## config.mk

```make
export PLATFORM = sky130hd
export DESIGN_NAME = tbg_burst_gate
export DESIGN_NICKNAME = d
export VERILOG_FILES = /design/src/design/tbg_pkg.sv /design/src/design/tbg_one_shot.sv /design/src/design/tbg_burst_gate.sv
export SDC_FILE = /design/constraint.sdc
export NUM_CORES = 1
export LEC_CHECK = 0
export BUFFER_PORTS_ARGS = -buffer_cell sky130_fd_sc_hd__buf_4
export CAP_MARGIN = 20
export CORE_ASPECT_RATIO = 0.75
export CORE_UTILIZATION = 45
export CTS_CLUSTER_SIZE = 12
export DETAILED_ROUTE_END_ITERATION = 10
export GPL_ROUTABILITY_DRIVEN = 0
export GPL_TIMING_DRIVEN = 0
export PLACE_DENSITY = 0.69
export RECOVER_POWER = 100
export SYNTH_ARGS = -nofsm -noshare
export SYNTH_HDL_FRONTEND = slang
export SYNTH_HIERARCHICAL = 1
export SYNTH_SLANG_ARGS = --single-unit
```

## constraint.sdc

```tcl
create_clock -name core_clk -period 19.2 [get_ports core_clk]
set_clock_uncertainty 0.1 [all_clocks]
set_input_delay 0.96 -clock core_clk [delete_from_list [all_inputs] [get_ports core_clk]]
set_output_delay 0.96 -clock core_clk [all_outputs]
set_load 0.005 [all_outputs]
```

## src/design/tbg_pkg.sv

```systemverilog
// Purpose: shared constants for the three-wire burst power and gate enable block
// Assumes: core clock of 125 MHz
// Notes: period and timeout are kept in microseconds, cycle counts derive from them
package tbg_pkg;
  localparam int CLK_MHZ = 125;
  // burst period, fixed whatever the power setting
  localparam int BURST_PERIOD_US = 25;
  localparam int BURST_PERIOD_CYC = BURST_PERIOD_US * CLK_MHZ;
  // duty cycles are 2/15 .. 14/15 of the period
  localparam int DUTY_SLOTS = 15;
  localparam int DUTY_STEP = 2;
  // gate timeout after primary supply loss
  localparam int PD_TIMEOUT_US = 300;
  localparam int PD_TIMEOUT_CYC = PD_TIMEOUT_US * CLK_MHZ;
  // one-shot pulse width; plain default in core cycles
  localparam int ONE_SHOT_PULSE_CYC = 1250;
  // selector code width and legal range
  localparam int SEL_W = 4;
  localparam logic [2:0] SETTING_MIN = 3'h1;
  localparam logic [2:0] SETTING_MAX = 3'h7;
  // cycles after reset release before the straps are caught (one more than the synchroniser depth)
  localparam logic [1:0] STARTUP_CYC = 2'h3;
endpackage

```

## src/design/tbg_one_shot.sv

```systemverilog
// Purpose: one-shot pulse on a qualified rising level
// Assumes: trig is synchronous to core_clk
// Notes: arms only after a low level has been seen
`timescale 1ns/100ps
module tbg_one_shot #(
  parameter int PULSE_CYC = tbg_pkg::ONE_SHOT_PULSE_CYC
) (
  input wire logic core_clk,
  input wire logic rst_n,
  input wire logic trig,
  output logic pulse
);
  localparam int PW = $clog2(PULSE_CYC + 1);

  if (PULSE_CYC < 1) begin : g_bad_width
    $error("tbg_one_shot: pulse width must be at least one cycle");
  end

  logic armed;
  logic [PW-1:0] cnt;

  // starts disarmed, so a level high at power-up cannot fire
  always_ff @(posedge core_clk or negedge rst_n) begin
    if (!rst_n) begin
      armed <= 1'b0;
    end else if (!trig) begin
      armed <= 1'b1;
    end else if (armed) begin
      armed <= 1'b0;
    end
  end

  // pulse timer, ends on its own
  always_ff @(posedge core_clk or negedge rst_n) begin
    if (!rst_n) begin
      pulse <= 1'b0;
      cnt <= '0;
    end else if (armed && trig) begin
      pulse <= 1'b1;
      cnt <= PW'(1);
    end else if (pulse && cnt == PW'(PULSE_CYC)) begin
      pulse <= 1'b0;
      cnt <= '0;
    end else if (pulse) begin
      cnt <= cnt + PW'(1);
    end
  end

  a_pulse_armed: assert property (@(posedge core_clk) disable iff (!rst_n)
    $rose(pulse) |-> $past(armed) && $past(trig))
    else $error("pulse fired without a seen low level");
  a_pulse_width: assert property (@(posedge core_clk) disable iff (!rst_n)
    $fell(pulse) |-> $past(cnt) == PW'(PULSE_CYC))
    else $error("one-shot pulse width wrong");
  c_pulse_fire: cover property (@(posedge core_clk) disable iff (!rst_n) $fell(pulse));
endmodule

```

## src/design/tbg_burst_gate.sv

```systemverilog
// Purpose: burst power converter timing and gate enable for three-wire mode
// Assumes: rst_n is the power-up reset; pins arrive asynchronously
// Notes: straps and power setting are caught once after reset release
// Function
// - three-wire mode transfers power whenever primary rail present, ignoring enable
// - follow variant: gate output tracks enable level
// - after power-up, bursts of fixed 25 us period start at selected duty
// - bursts repeat continuously while primary rail present
// - period constant; on-time from seven settings, higher setting longer
// - duty cycles 13.3, 26.7, 40.0, 53.3, 66.7, 80.0, 93.3 percent
// - out-of-range selector falls back to the lowest duty cycle
// - power setting sampled once at power-up, held until power cycle
// - one-shot variant: rising enable gives a fixed-width gate pulse
// - host returns enable low first; device re-arms only after seeing low
// - one-shot variant uses the same power-up and burst sequence
// - gate answers enable only once secondary rails reach steady state
// - two- or three-wire mode chosen at power-up, kept until power cycle
// - either secondary rail undervoltage forces the gate low
// - primary loss with output on: gate forced low after 300 us timeout
`timescale 1ns/100ps
module tbg_burst_gate #(
  parameter int BURST_PERIOD_CYC = tbg_pkg::BURST_PERIOD_CYC,
  parameter int PULSE_CYC = tbg_pkg::ONE_SHOT_PULSE_CYC,
  parameter int PD_TIMEOUT_CYC = tbg_pkg::PD_TIMEOUT_CYC
) (
  input wire logic core_clk,
  input wire logic rst_n,
  input wire logic primary_supply_rail,
  input wire logic enable_in,
  input wire logic [tbg_pkg::SEL_W-1:0] power_setting_select,
  input wire logic three_wire_strap,
  input wire logic one_shot_strap,
  input wire logic secondary_high_rail,
  input wire logic secondary_mid_rail,
  output logic burst_drive,
  output logic gate_drive_out,
  output logic rails_ready,
  output logic setup_done,
  output logic three_wire_mode,
  output logic one_shot_mode,
  output logic [2:0] power_setting
);
  localparam int CW = $clog2(BURST_PERIOD_CYC + 1);
  localparam int TW = $clog2(PD_TIMEOUT_CYC + 1);
  localparam int SW = tbg_pkg::SEL_W;
  localparam int NP = 5 + SW;

  // the shortest on-time must be at least one cycle
  if (BURST_PERIOD_CYC < tbg_pkg::DUTY_SLOTS || PD_TIMEOUT_CYC < 1) begin : g_bad_param
    $error("tbg_burst_gate: burst period or timeout too short");
  end
  if (SW < 3) begin : g_bad_sel
    $error("tbg_burst_gate: selector must be at least three bits");
  end

  // two-flop synchronisers for every pin
  logic [NP-1:0] pin_raw;
  logic [NP-1:0] pin_meta;
  logic [NP-1:0] pin_sync;
  assign pin_raw = {primary_supply_rail, enable_in, three_wire_strap, one_shot_strap,
                    secondary_high_rail & secondary_mid_rail, power_setting_select};

  always_ff @(posedge core_clk or negedge rst_n) begin
    if (!rst_n) begin
      pin_meta <= '0;
      pin_sync <= '0;
    end else begin
      pin_meta <= pin_raw;
      pin_sync <= pin_meta;
    end
  end

  logic rail_s;
  logic en_s;
  logic three_s;
  logic shot_s;
  logic sec_ok_s;
  logic [SW-1:0] sel_s;
  assign rail_s = pin_sync[NP-1];
  assign en_s = pin_sync[NP-2];
  assign three_s = pin_sync[NP-3];
  assign shot_s = pin_sync[NP-4];
  assign sec_ok_s = pin_sync[NP-5];
  assign sel_s = pin_sync[SW-1:0];

  // selector decode; codes outside 1..7 mean a resistor too large or too small
  logic sel_valid;
  logic [2:0] next_setting;
  always_comb begin
    sel_valid = sel_s >= SW'(tbg_pkg::SETTING_MIN) && sel_s <= SW'(tbg_pkg::SETTING_MAX);
    next_setting = sel_valid ? sel_s[2:0] : tbg_pkg::SETTING_MIN;
  end

  // startup wait lets the synchronisers fill before straps are caught
  logic [1:0] start_cnt;
  always_ff @(posedge core_clk or negedge rst_n) begin
    if (!rst_n) begin
      start_cnt <= '0;
    end else if (start_cnt != tbg_pkg::STARTUP_CYC) begin
      start_cnt <= start_cnt + 2'h1;
    end
  end

  // straps caught once; only a new power-up reset can change them
  always_ff @(posedge core_clk or negedge rst_n) begin
    if (!rst_n) begin
      setup_done <= 1'b0;
      power_setting <= tbg_pkg::SETTING_MIN;
      three_wire_mode <= 1'b0;
      one_shot_mode <= 1'b0;
    end else if (!setup_done && start_cnt == tbg_pkg::STARTUP_CYC) begin
      setup_done <= 1'b1;
      power_setting <= next_setting;
      three_wire_mode <= three_s;
      one_shot_mode <= shot_s & three_s; // one-shot exists only in three-wire mode
    end
  end

  // on-time is 2*setting fifteenths of the fixed period
  logic [CW-1:0] on_limit;
  always_comb begin
    on_limit = CW'((BURST_PERIOD_CYC * tbg_pkg::DUTY_STEP * int'(power_setting))
                   / tbg_pkg::DUTY_SLOTS);
  end

  // converter runs with the rail; two-wire mode only while enable is high
  logic running;
  assign running = setup_done && rail_s && (three_wire_mode || en_s);

  // burst period counter; restarts at zero when the rail comes back
  logic [CW-1:0] per_cnt;
  always_ff @(posedge core_clk or negedge rst_n) begin
    if (!rst_n) begin
      per_cnt <= '0;
    end else if (!running) begin
      per_cnt <= '0;
    end else if (per_cnt == CW'(BURST_PERIOD_CYC - 1)) begin
      per_cnt <= '0;
    end else begin
      per_cnt <= per_cnt + CW'(1);
    end
  end

  // converter drive, high during the first on_limit cycles of each period
  always_ff @(posedge core_clk or negedge rst_n) begin
    if (!rst_n) begin
      burst_drive <= 1'b0;
    end else begin
      burst_drive <= running && (per_cnt < on_limit);
    end
  end

  // steady state: rails above threshold and a full burst already delivered
  logic burst_seen;
  always_ff @(posedge core_clk or negedge rst_n) begin
    if (!rst_n) begin
      burst_seen <= 1'b0;
    end else if (running && per_cnt == CW'(BURST_PERIOD_CYC - 1)) begin
      burst_seen <= 1'b1;
    end
  end

  always_ff @(posedge core_clk or negedge rst_n) begin
    if (!rst_n) begin
      rails_ready <= 1'b0;
    end else begin
      rails_ready <= burst_seen && sec_ok_s;
    end
  end

  // one-shot path shares the synchronised enable
  logic shot_pulse;
  tbg_one_shot #(
    .PULSE_CYC(PULSE_CYC)
  ) u_one_shot (
    .core_clk(core_clk),
    .rst_n(rst_n),
    .trig(en_s && one_shot_mode && rails_ready),
    .pulse(shot_pulse)
  );

  logic en_eff;
  assign en_eff = one_shot_mode ? shot_pulse : en_s;

  // timeout after primary loss; the secondary keeps its last state until then
  logic [TW-1:0] pd_cnt;
  always_ff @(posedge core_clk or negedge rst_n) begin
    if (!rst_n) begin
      pd_cnt <= '0;
    end else if (rail_s || !setup_done) begin
      pd_cnt <= '0;
    end else if (pd_cnt != TW'(PD_TIMEOUT_CYC)) begin
      pd_cnt <= pd_cnt + TW'(1);
    end
  end

  // gate drive: undervoltage first, then supply loss, then enable
  logic next_gate;
  always_comb begin
    if (!setup_done || !sec_ok_s) begin
      next_gate = 1'b0;
    end else if (!rail_s) begin
      next_gate = (pd_cnt == TW'(PD_TIMEOUT_CYC)) ? 1'b0 : gate_drive_out;
    end else begin
      next_gate = en_eff && rails_ready;
    end
  end

  always_ff @(posedge core_clk or negedge rst_n) begin
    if (!rst_n) begin
      gate_drive_out <= 1'b0;
    end else begin
      gate_drive_out <= next_gate;
    end
  end

  // helper: length of the current converter on-time
  logic [CW-1:0] on_len;
  always_ff @(posedge core_clk or negedge rst_n) begin
    if (!rst_n) begin
      on_len <= '0;
    end else begin
      on_len <= burst_drive ? on_len + CW'(1) : '0;
    end
  end

  // helper: cycles between burst starts, counted apart from the period counter
  logic burst_q;
  logic period_valid;
  logic [CW-1:0] since_rise;
  always_ff @(posedge core_clk or negedge rst_n) begin
    if (!rst_n) begin
      burst_q <= 1'b0;
      since_rise <= '0;
    end else begin
      burst_q <= burst_drive;
      since_rise <= (burst_drive && !burst_q) ? CW'(1) : since_rise + CW'(1);
    end
  end

  // a rail dropout or a two-wire enable gap restarts the period, so only an unbroken run is judged
  always_ff @(posedge core_clk or negedge rst_n) begin
    if (!rst_n) begin
      period_valid <= 1'b0;
    end else if (!running) begin
      period_valid <= 1'b0;
    end else if (burst_drive && !burst_q) begin
      period_valid <= 1'b1;
    end
  end

  // configuration caught once at power-up
  a_sel_fallback: assert property (@(posedge core_clk) disable iff (!rst_n)
    $rose(setup_done) |-> power_setting == $past(next_setting))
    else $error("power setting not taken from decoded selector");
  a_sel_range: assert property (@(posedge core_clk) disable iff (!rst_n)
    setup_done |-> power_setting >= tbg_pkg::SETTING_MIN && power_setting <= tbg_pkg::SETTING_MAX)
    else $error("latched power setting out of range");
  a_setting_held: assert property (@(posedge core_clk) disable iff (!rst_n)
    setup_done && $past(setup_done) |-> $stable(power_setting) && $stable(three_wire_mode))
    else $error("strap value changed after power-up");
  a_mode_pair: assert property (@(posedge core_clk) disable iff (!rst_n)
    one_shot_mode |-> three_wire_mode)
    else $error("one-shot mode latched outside three-wire mode");

  // converter timing
  a_burst_start: assert property (@(posedge core_clk) disable iff (!rst_n)
    running && per_cnt == '0 |=> burst_drive)
    else $error("burst did not start at period begin");
  a_burst_length: assert property (@(posedge core_clk) disable iff (!rst_n)
    $fell(burst_drive) && running && $past(running) |-> on_len == on_limit)
    else $error("burst on-time does not match setting");
  a_burst_period: assert property (@(posedge core_clk) disable iff (!rst_n)
    $rose(burst_drive) && period_valid |-> since_rise == CW'(BURST_PERIOD_CYC))
    else $error("burst period not constant");
  a_three_wire_power: assert property (@(posedge core_clk) disable iff (!rst_n)
    setup_done && three_wire_mode && rail_s && !en_s && per_cnt == '0 |=> burst_drive)
    else $error("three-wire transfer depends on enable");
  a_two_wire_idle: assert property (@(posedge core_clk) disable iff (!rst_n)
    setup_done && !three_wire_mode && !en_s |=> !burst_drive)
    else $error("two-wire converter runs with enable low");
  a_no_rail_burst: assert property (@(posedge core_clk) disable iff (!rst_n)
    !rail_s |=> !burst_drive)
    else $error("converter runs without primary rail");

  // gate path
  a_follow_gate: assert property (@(posedge core_clk) disable iff (!rst_n)
    setup_done && !one_shot_mode && rails_ready && rail_s && sec_ok_s
      |=> gate_drive_out == $past(en_s))
    else $error("gate does not follow enable");
  a_gate_before_setup: assert property (@(posedge core_clk) disable iff (!rst_n)
    !setup_done |=> !gate_drive_out)
    else $error("gate high before straps were caught");
  a_uv_gate_low: assert property (@(posedge core_clk) disable iff (!rst_n)
    !sec_ok_s |=> !gate_drive_out)
    else $error("gate high during secondary undervoltage");
  a_pd_timeout: assert property (@(posedge core_clk) disable iff (!rst_n)
    setup_done && !rail_s ##1 !rail_s && pd_cnt == TW'(PD_TIMEOUT_CYC) |=> !gate_drive_out)
    else $error("gate not forced low after supply loss timeout");
  a_pd_hold: assert property (@(posedge core_clk) disable iff (!rst_n)
    setup_done && sec_ok_s && !rail_s && pd_cnt != TW'(PD_TIMEOUT_CYC)
      |=> gate_drive_out == $past(gate_drive_out))
    else $error("gate changed before supply loss timeout");
  a_ready_gate: assert property (@(posedge core_clk) disable iff (!rst_n)
    $rose(gate_drive_out) |-> $past(rails_ready))
    else $error("gate rose before rails were ready");

  c_full_burst: cover property (@(posedge core_clk) disable iff (!rst_n)
    $fell(burst_drive) && running);
  c_two_wire_burst: cover property (@(posedge core_clk) disable iff (!rst_n)
    !three_wire_mode && $rose(burst_drive));
  c_gate_follow: cover property (@(posedge core_clk) disable iff (!rst_n)
    !one_shot_mode && $fell(gate_drive_out) && rail_s);
  c_pd_timeout: cover property (@(posedge core_clk) disable iff (!rst_n)
    !rail_s && $fell(gate_drive_out));
endmodule

```

==> flow_summary.yaml, run 1 <==
timing:
  tns_ns: 0
  min_period_ns: 17.38
  tightest_slew_ns: 3.65
  rsz0062_at_grt: "no"
  setup_viol: 0
  hold_ws_ns: 0.249
  period_share: 0.905
  slew_viol_final: 72
  timing_hold_violations_final: 0
  slew-limit-headroom: -1.43
  fmax_ghz: 0.0575
worst_setup_path:
  slowest_stage: "nor4_1"
  cp-endpoint: "burst_drive"
  cp.required_ns: 19.30
  cpPeakStageDelay_ns: 1.22
  r2r-start: "power_setting[1]"
  critPathArrivalTime_ns: 17.48
  reg2regPathDepth: 52
  crit_top_cell: "ha_1"
  crit_path_start_kind: "flip-flop"
  crit_fanout: 12
  endpoint_kind: "flip-flop"
  r2r_slack_ns: 1.82
  cp_num_buf_inv: 7
  r2r_end: "burst_drive"
  crit_type: "reg -> reg"
  critical-path-top-delay-family: "compound AO/OA/AOI/OAI gates"
  cp.depth: 52
  cp-startpoint: "power_setting[1]"
routing:
  wl_per_cell_microns: 20.1
  drc: 0
  ant_nets: 0
  drt_pre_antenna_iters: 8
  viasPerCell: 6.70
  drt-total-wl_mm: 34.3
  vias: 11500
  first_iter_violations: 1540
die:
  core_sq_um: 23100
  start_util: 0.460
  die_height_microns: 135
  row_count: 48
  chipWidth_microns: 179
  top_level_ports: 21
  dieArea_sq_um: 24300
logic_synthesis:
  yosys_warnings: 6
  synth_seq_area_share: 0.167
  ys_ff_latch: 71
  syn_area_sq_um: 10600
  async_reset_ff_frac: 1.00
  synth_nets: 1422
  synth_edf_count: 0
  syn_inst: 1375
  synthDistinctLibCells: 129
  syn_avg_cell_area_sq_um: 7.73
  synthFlopType: "dfrtp_1"
cts:
  cts_setup_buffers: 0
  clk_latency_ns: 0.33
  tritoncts: "built"
  cts_resized: 0
  cts-hold-fix-buffers: 0
  cts_made_buffers: 9
  h-tree-depth: 3
  root_buffer: "clkbuf_16"
  clock_path_buffers: 2
  clkSinkCount: 71
  clk_pin_slew_worst_paths_ns: 0.06
global_route:
  grt_pass1_vias: 10300
  grt_pass1_wl_mm: 55.2
  grt_usage: 0.280
  grt_max_degree: 72
  grt_overflow: 0
  antenna_found_initial: 0
finish:
  layout_common_cells: "137 x nor2_1, 114 x nand2_1, 75 x xnor2_1, 70 x dfrtp_1, 59 x a21oi_1"
  layout_commonest_cell: "nor2_1"
  nets: 1453
  diodes: 0
  drive_gt1_frac: 0.118
  area_growth_pct: 7.40
flow_run:
  cap_violations: 1
power_and_ir_drop:
  total_power_mw: 1.11
  irDropWorstVdd_v: 0.0000710
  p_per_area_nw_per_um2: 96.9
  p_leak_nw: 4.30
placed_design:
  place_hpwl_mm: 27.2
  port_buffers: 20
run_status:
  violations: "capacitance limit, slew limit"
  outcome: "finished with violations"
hold_path:
  hold_class: "reg -> reg"
through the flow:
stage / setup WS, ns / utilization / std cells / cell area [sq um]
after floorplan: 6.12 / - / 1375 / 10600
after global placement: 3.26 / 0.483 / 1695 / 11200
after detailed placement: 3.04 / 0.483 / 1695 / 11200
after CTS: 2.91 / 0.496 / 1711 / 11500
after global routing: 0.762 / 0.494 / 1711 / 11400
final: 1.82 / 0.494 / 1711 / 11400
where the power goes:
group          internal [mW]  switching, mW
logic                  0.284          0.499
clock network          0.102         0.0646
registers              0.153        0.00380
cells by family (layout without fill, tap and decap cells):
group	Yosys count	count (layout)	share of synthesized area
and+or+nand+nor	607	607	0.307
AOI/OAI and AO/OA	410	410	0.292
xor gates and xnor gates	122	122	0.113
buffers and inverters	94	130	0.0404
DFF	71	71	0.167
adders and majority gates	37	37	0.0431
muxes	34	34	0.0369
Yosys cell counts (all sizes together) (8+ instances only):
cell type  count  share of area
a211o          9         0.0074
a211oi        25          0.019
a21boi         9         0.0064
a21o          11         0.0078
a21oi         64          0.033
a31o          14          0.012
a31oi         33          0.022
a41oi         11         0.0091
and2          27          0.016
and3          30          0.018
and4           8         0.0068
buf           30          0.017
clkbuf        26         0.0092
dfrtp         70           0.16
ha            35          0.041
inv           36          0.014
mux2          13          0.015
mux2i         21          0.022
nand2        115          0.041
nand2b        28          0.016
nand3         62          0.031
nand4         44          0.027
nor2         139          0.050
nor3          60          0.031
nor4          23          0.016
o2111ai        8         0.0072
o211ai        25          0.019
o21a          11         0.0078
o21ai         66          0.033
o22ai         13         0.0076
o31ai         13          0.011
or2           16         0.0094
or3           15          0.010
xnor2         83          0.077
xor2          39          0.036
final cells by class:
cell class	count	area (sq um)
fill	2228	11700
multi-input combinational	1210	8390
sequential	71	1780
tap	300	375
buffer	56	275
clock buffer	9	225
inverter	38	153
timing repair buffer	20	139
clock inverter	7	80.1
metal layers:
metal,part of all wire,global-route usage,up-vias
li1,-,-,5341
met3,0.13,0.0831,60
met2,0.39,0.393,650
met4,0.016,0.0570,0
met1,0.46,0.417,5419
met5,0,0,-
how the worst min path moves through the flow:
stage / start / endpoint / cells after the start
final: pin_meta[8] / pin_sync[8] / 0
after global routing: pin_meta[4] / pin_sync[4] / 0
after CTS: pin_meta[5] / pin_sync[5] / 0
after detailed placement: pin_meta[3] / pin_sync[3] / 0
after global placement: pin_meta[6] / pin_sync[6] / 0
after floorplan: pin_meta[0] / pin_sync[0] / 0
state kept, by name (all words and copies together) (netlist names), 2 cells and up:
signal,flops
pd_cnt,16
pin_sync,9
per_cnt,12
power_setting,3
start_cnt,2
pin_meta,9
u_one_shot/cnt,11
Power figures use the tool's default switching activity.
==> inputs of run 2 (changes only) <==
Settings changed: CORE_UTILIZATION 45 to 35, PLACE_DENSITY 0.69 to 0.59, TNS_END_PERCENT set to 10.
Clock period 19.2 ns to 18.3 ns, I/O delays scaled along.
==> flow_summary.yaml, run 2 (synthesis gave the netlist of run 1 again) <==
run_status:
  outcome: "finished with violations"
  violations: "capacitance limit, slew limit"
hold_path:
  hold_start: "pin_meta[2]"
  hold_class: "reg -> reg"
  min_path_cells: 0
  min_to: "pin_sync[2]"
worst_setup_path:
  r2r_slack_ns: 1.35
  slowest_stage: "dfstp_1"
  crit_type: "reg -> reg"
  r2r-start: "power_setting[0]"
  cp-startpoint: "power_setting[0]"
  critPathArrivalTime_ns: 17.04
  cpPeakStageDelay_ns: 1.03
  crit_fanout: 14
  reg2regPathDepth: 53
  cp.required_ns: 18.39
  cp_num_buf_inv: 8
  endpoint_kind: "flip-flop"
  critical-path-top-delay-family: "compound AO/OA/AOI/OAI gates"
  crit_path_start_kind: "flip-flop"
  r2r_end: "burst_drive"
finish:
  largest_register: "pd_cnt"
  layout_commonest_cell: "nor2_1"
  nets: 1454
  final_core_util: 0.392
  drive_gt1_frac: 0.120
  area_growth_pct: 8.55
  largest_reg_flops: 16
  fin_area_sq_um: 11500
  layout_common_cells: "137 x nor2_1, 114 x nand2_1, 75 x xnor2_1, 70 x dfrtp_1, 59 x a21oi_1"
  fill_cells: 3130
  diodes: 0
  top_regs: "pd_cnt (16), per_cnt (12), u_one_shot/cnt (11)"
  fin_cells: 1804
global_route:
  grt_use_met3: 0.0623
  antenna_found_initial: 0
  top_usage_layer: "met1"
  grt_overflow: 0
  grt_max_degree: 72
  grt_usage: 0.226
  grt_use_met1: 0.353
  grt_use_met2: 0.305
  grt_pass1_vias: 10300
  grt_pass1_wl_mm: 57.0
cts:
  clkSinkCount: 71
  cts_made_buffers: 9
  tritoncts: "built"
  clock_path_buffers: 2
  h-tree-depth: 3
  clk_pin_slew_worst_paths_ns: 0.06
  cts_resized: 0
  root_buffer: "clkbuf_16"
  cts-hold-fix-buffers: 0
  clk_latency_ns: 0.33
  cts_setup_buffers: 0
timing:
  slew-limit-headroom: -1.42
  timing_hold_violations_final: 0
  slew_viol_final: 72
  tightest_slew_ns: 3.62
  min_period_ns: 16.95
  rsz0062_at_grt: "no"
  setup_viol: 0
  fmax_ghz: 0.0590
  period_share: 0.926
  tns_ns: 0
placed_design:
  port_buffers: 20
  place_hpwl_mm: 28.3
  dpl_cell_area_sq_um: 11300
  dpl.cell_count: 1787
power_and_ir_drop:
  irDropWorstVdd_v: 0.0000530
  p_per_area_nw_per_um2: 100
  p_leak_nw: 4.29
  total_power_mw: 1.16
routing:
  viasPerCell: 6.33
  vias: 11400
  drt_pre_antenna_iters: 6
  drt-total-wl_mm: 35.5
  wl_per_cell_microns: 19.7
  drc: 0
  first_iter_violations: 1385
  ant_nets: 0
flow_run:
  cap_violations: 1
die:
  row_count: 54
  die_height_microns: 153
  top_level_ports: 21
  core_sq_um: 29500
  start_util: 0.361
  dieArea_sq_um: 31100
  chipWidth_microns: 203
run 2: changes by cell type in the layout (fill, tap and decap cells not counted), sizes merged:
cell,before,now
clkinv,4,2
bufinv,1,0
inv,38,40
clkinvlp,2,3
clkbuf,56,57
run 2: where the power goes:
group | switching (mW) | internal (mW)
sequential | 0.00391 | 0.161
clock | 0.0694 | 0.0944
combinational | 0.528 | 0.299
run 2: stage by stage:
stage          hold WS [ns]  worst slack, ns
2_1_floorplan         0.231             5.22
3_3_place_gp          0.234             2.15
3_5_place_dp          0.235             2.04
4_1_cts               0.249             1.92
5_1_grt               0.256            0.334
6_report              0.248             1.35
run 2: worst max path at each step:
stage / cells past startpoint / slack (ns) / end
finish: 53 / 1.35 / burst_drive
CTS: 54 / 1.92 / burst_drive
global route: 54 / 0.33 / burst_drive
floorplan: 53 / 5.22 / burst_drive
global placement: 53 / 2.15 / burst_drive
detailed placement: 54 / 2.04 / burst_drive
run 2: final cells by class:
cell class / instances / area, sq um / area share
flip-flops and latches: 71 / 1780 / 0.154
clock inverters: 7 / 62.6 / 0.00542
repair buffers: 21 / 146 / 0.0127
plain buffers: 56 / 275 / 0.0238
clock buffers: 9 / 225 / 0.0195
multi-input cells: 1210 / 8410 / 0.729
well taps: 392 / 490 / 0.0425
inverters: 38 / 153 / 0.0132
run 2: worst reg2reg max path, delay by kind of cell (launching register included):
family	cells	cell delay [ns]
AOI/OAI and AO/OA	25	6.08
and+or+nand+nor	11	4.30
buffers and inverters	8	2.21
muxes	4	1.55
DFF	1	1.03
adders and majority gates	3	0.93
xor gates and xnor gates	2	0.63
run 2: layer usage:
layer / routed length, microns / vias to the layer above
li1: - / 5337
met4: 322 / 0
met5: 0 / -
met2: 13800 / 568
met1: 17300 / 5479
met3: 4040 / 33
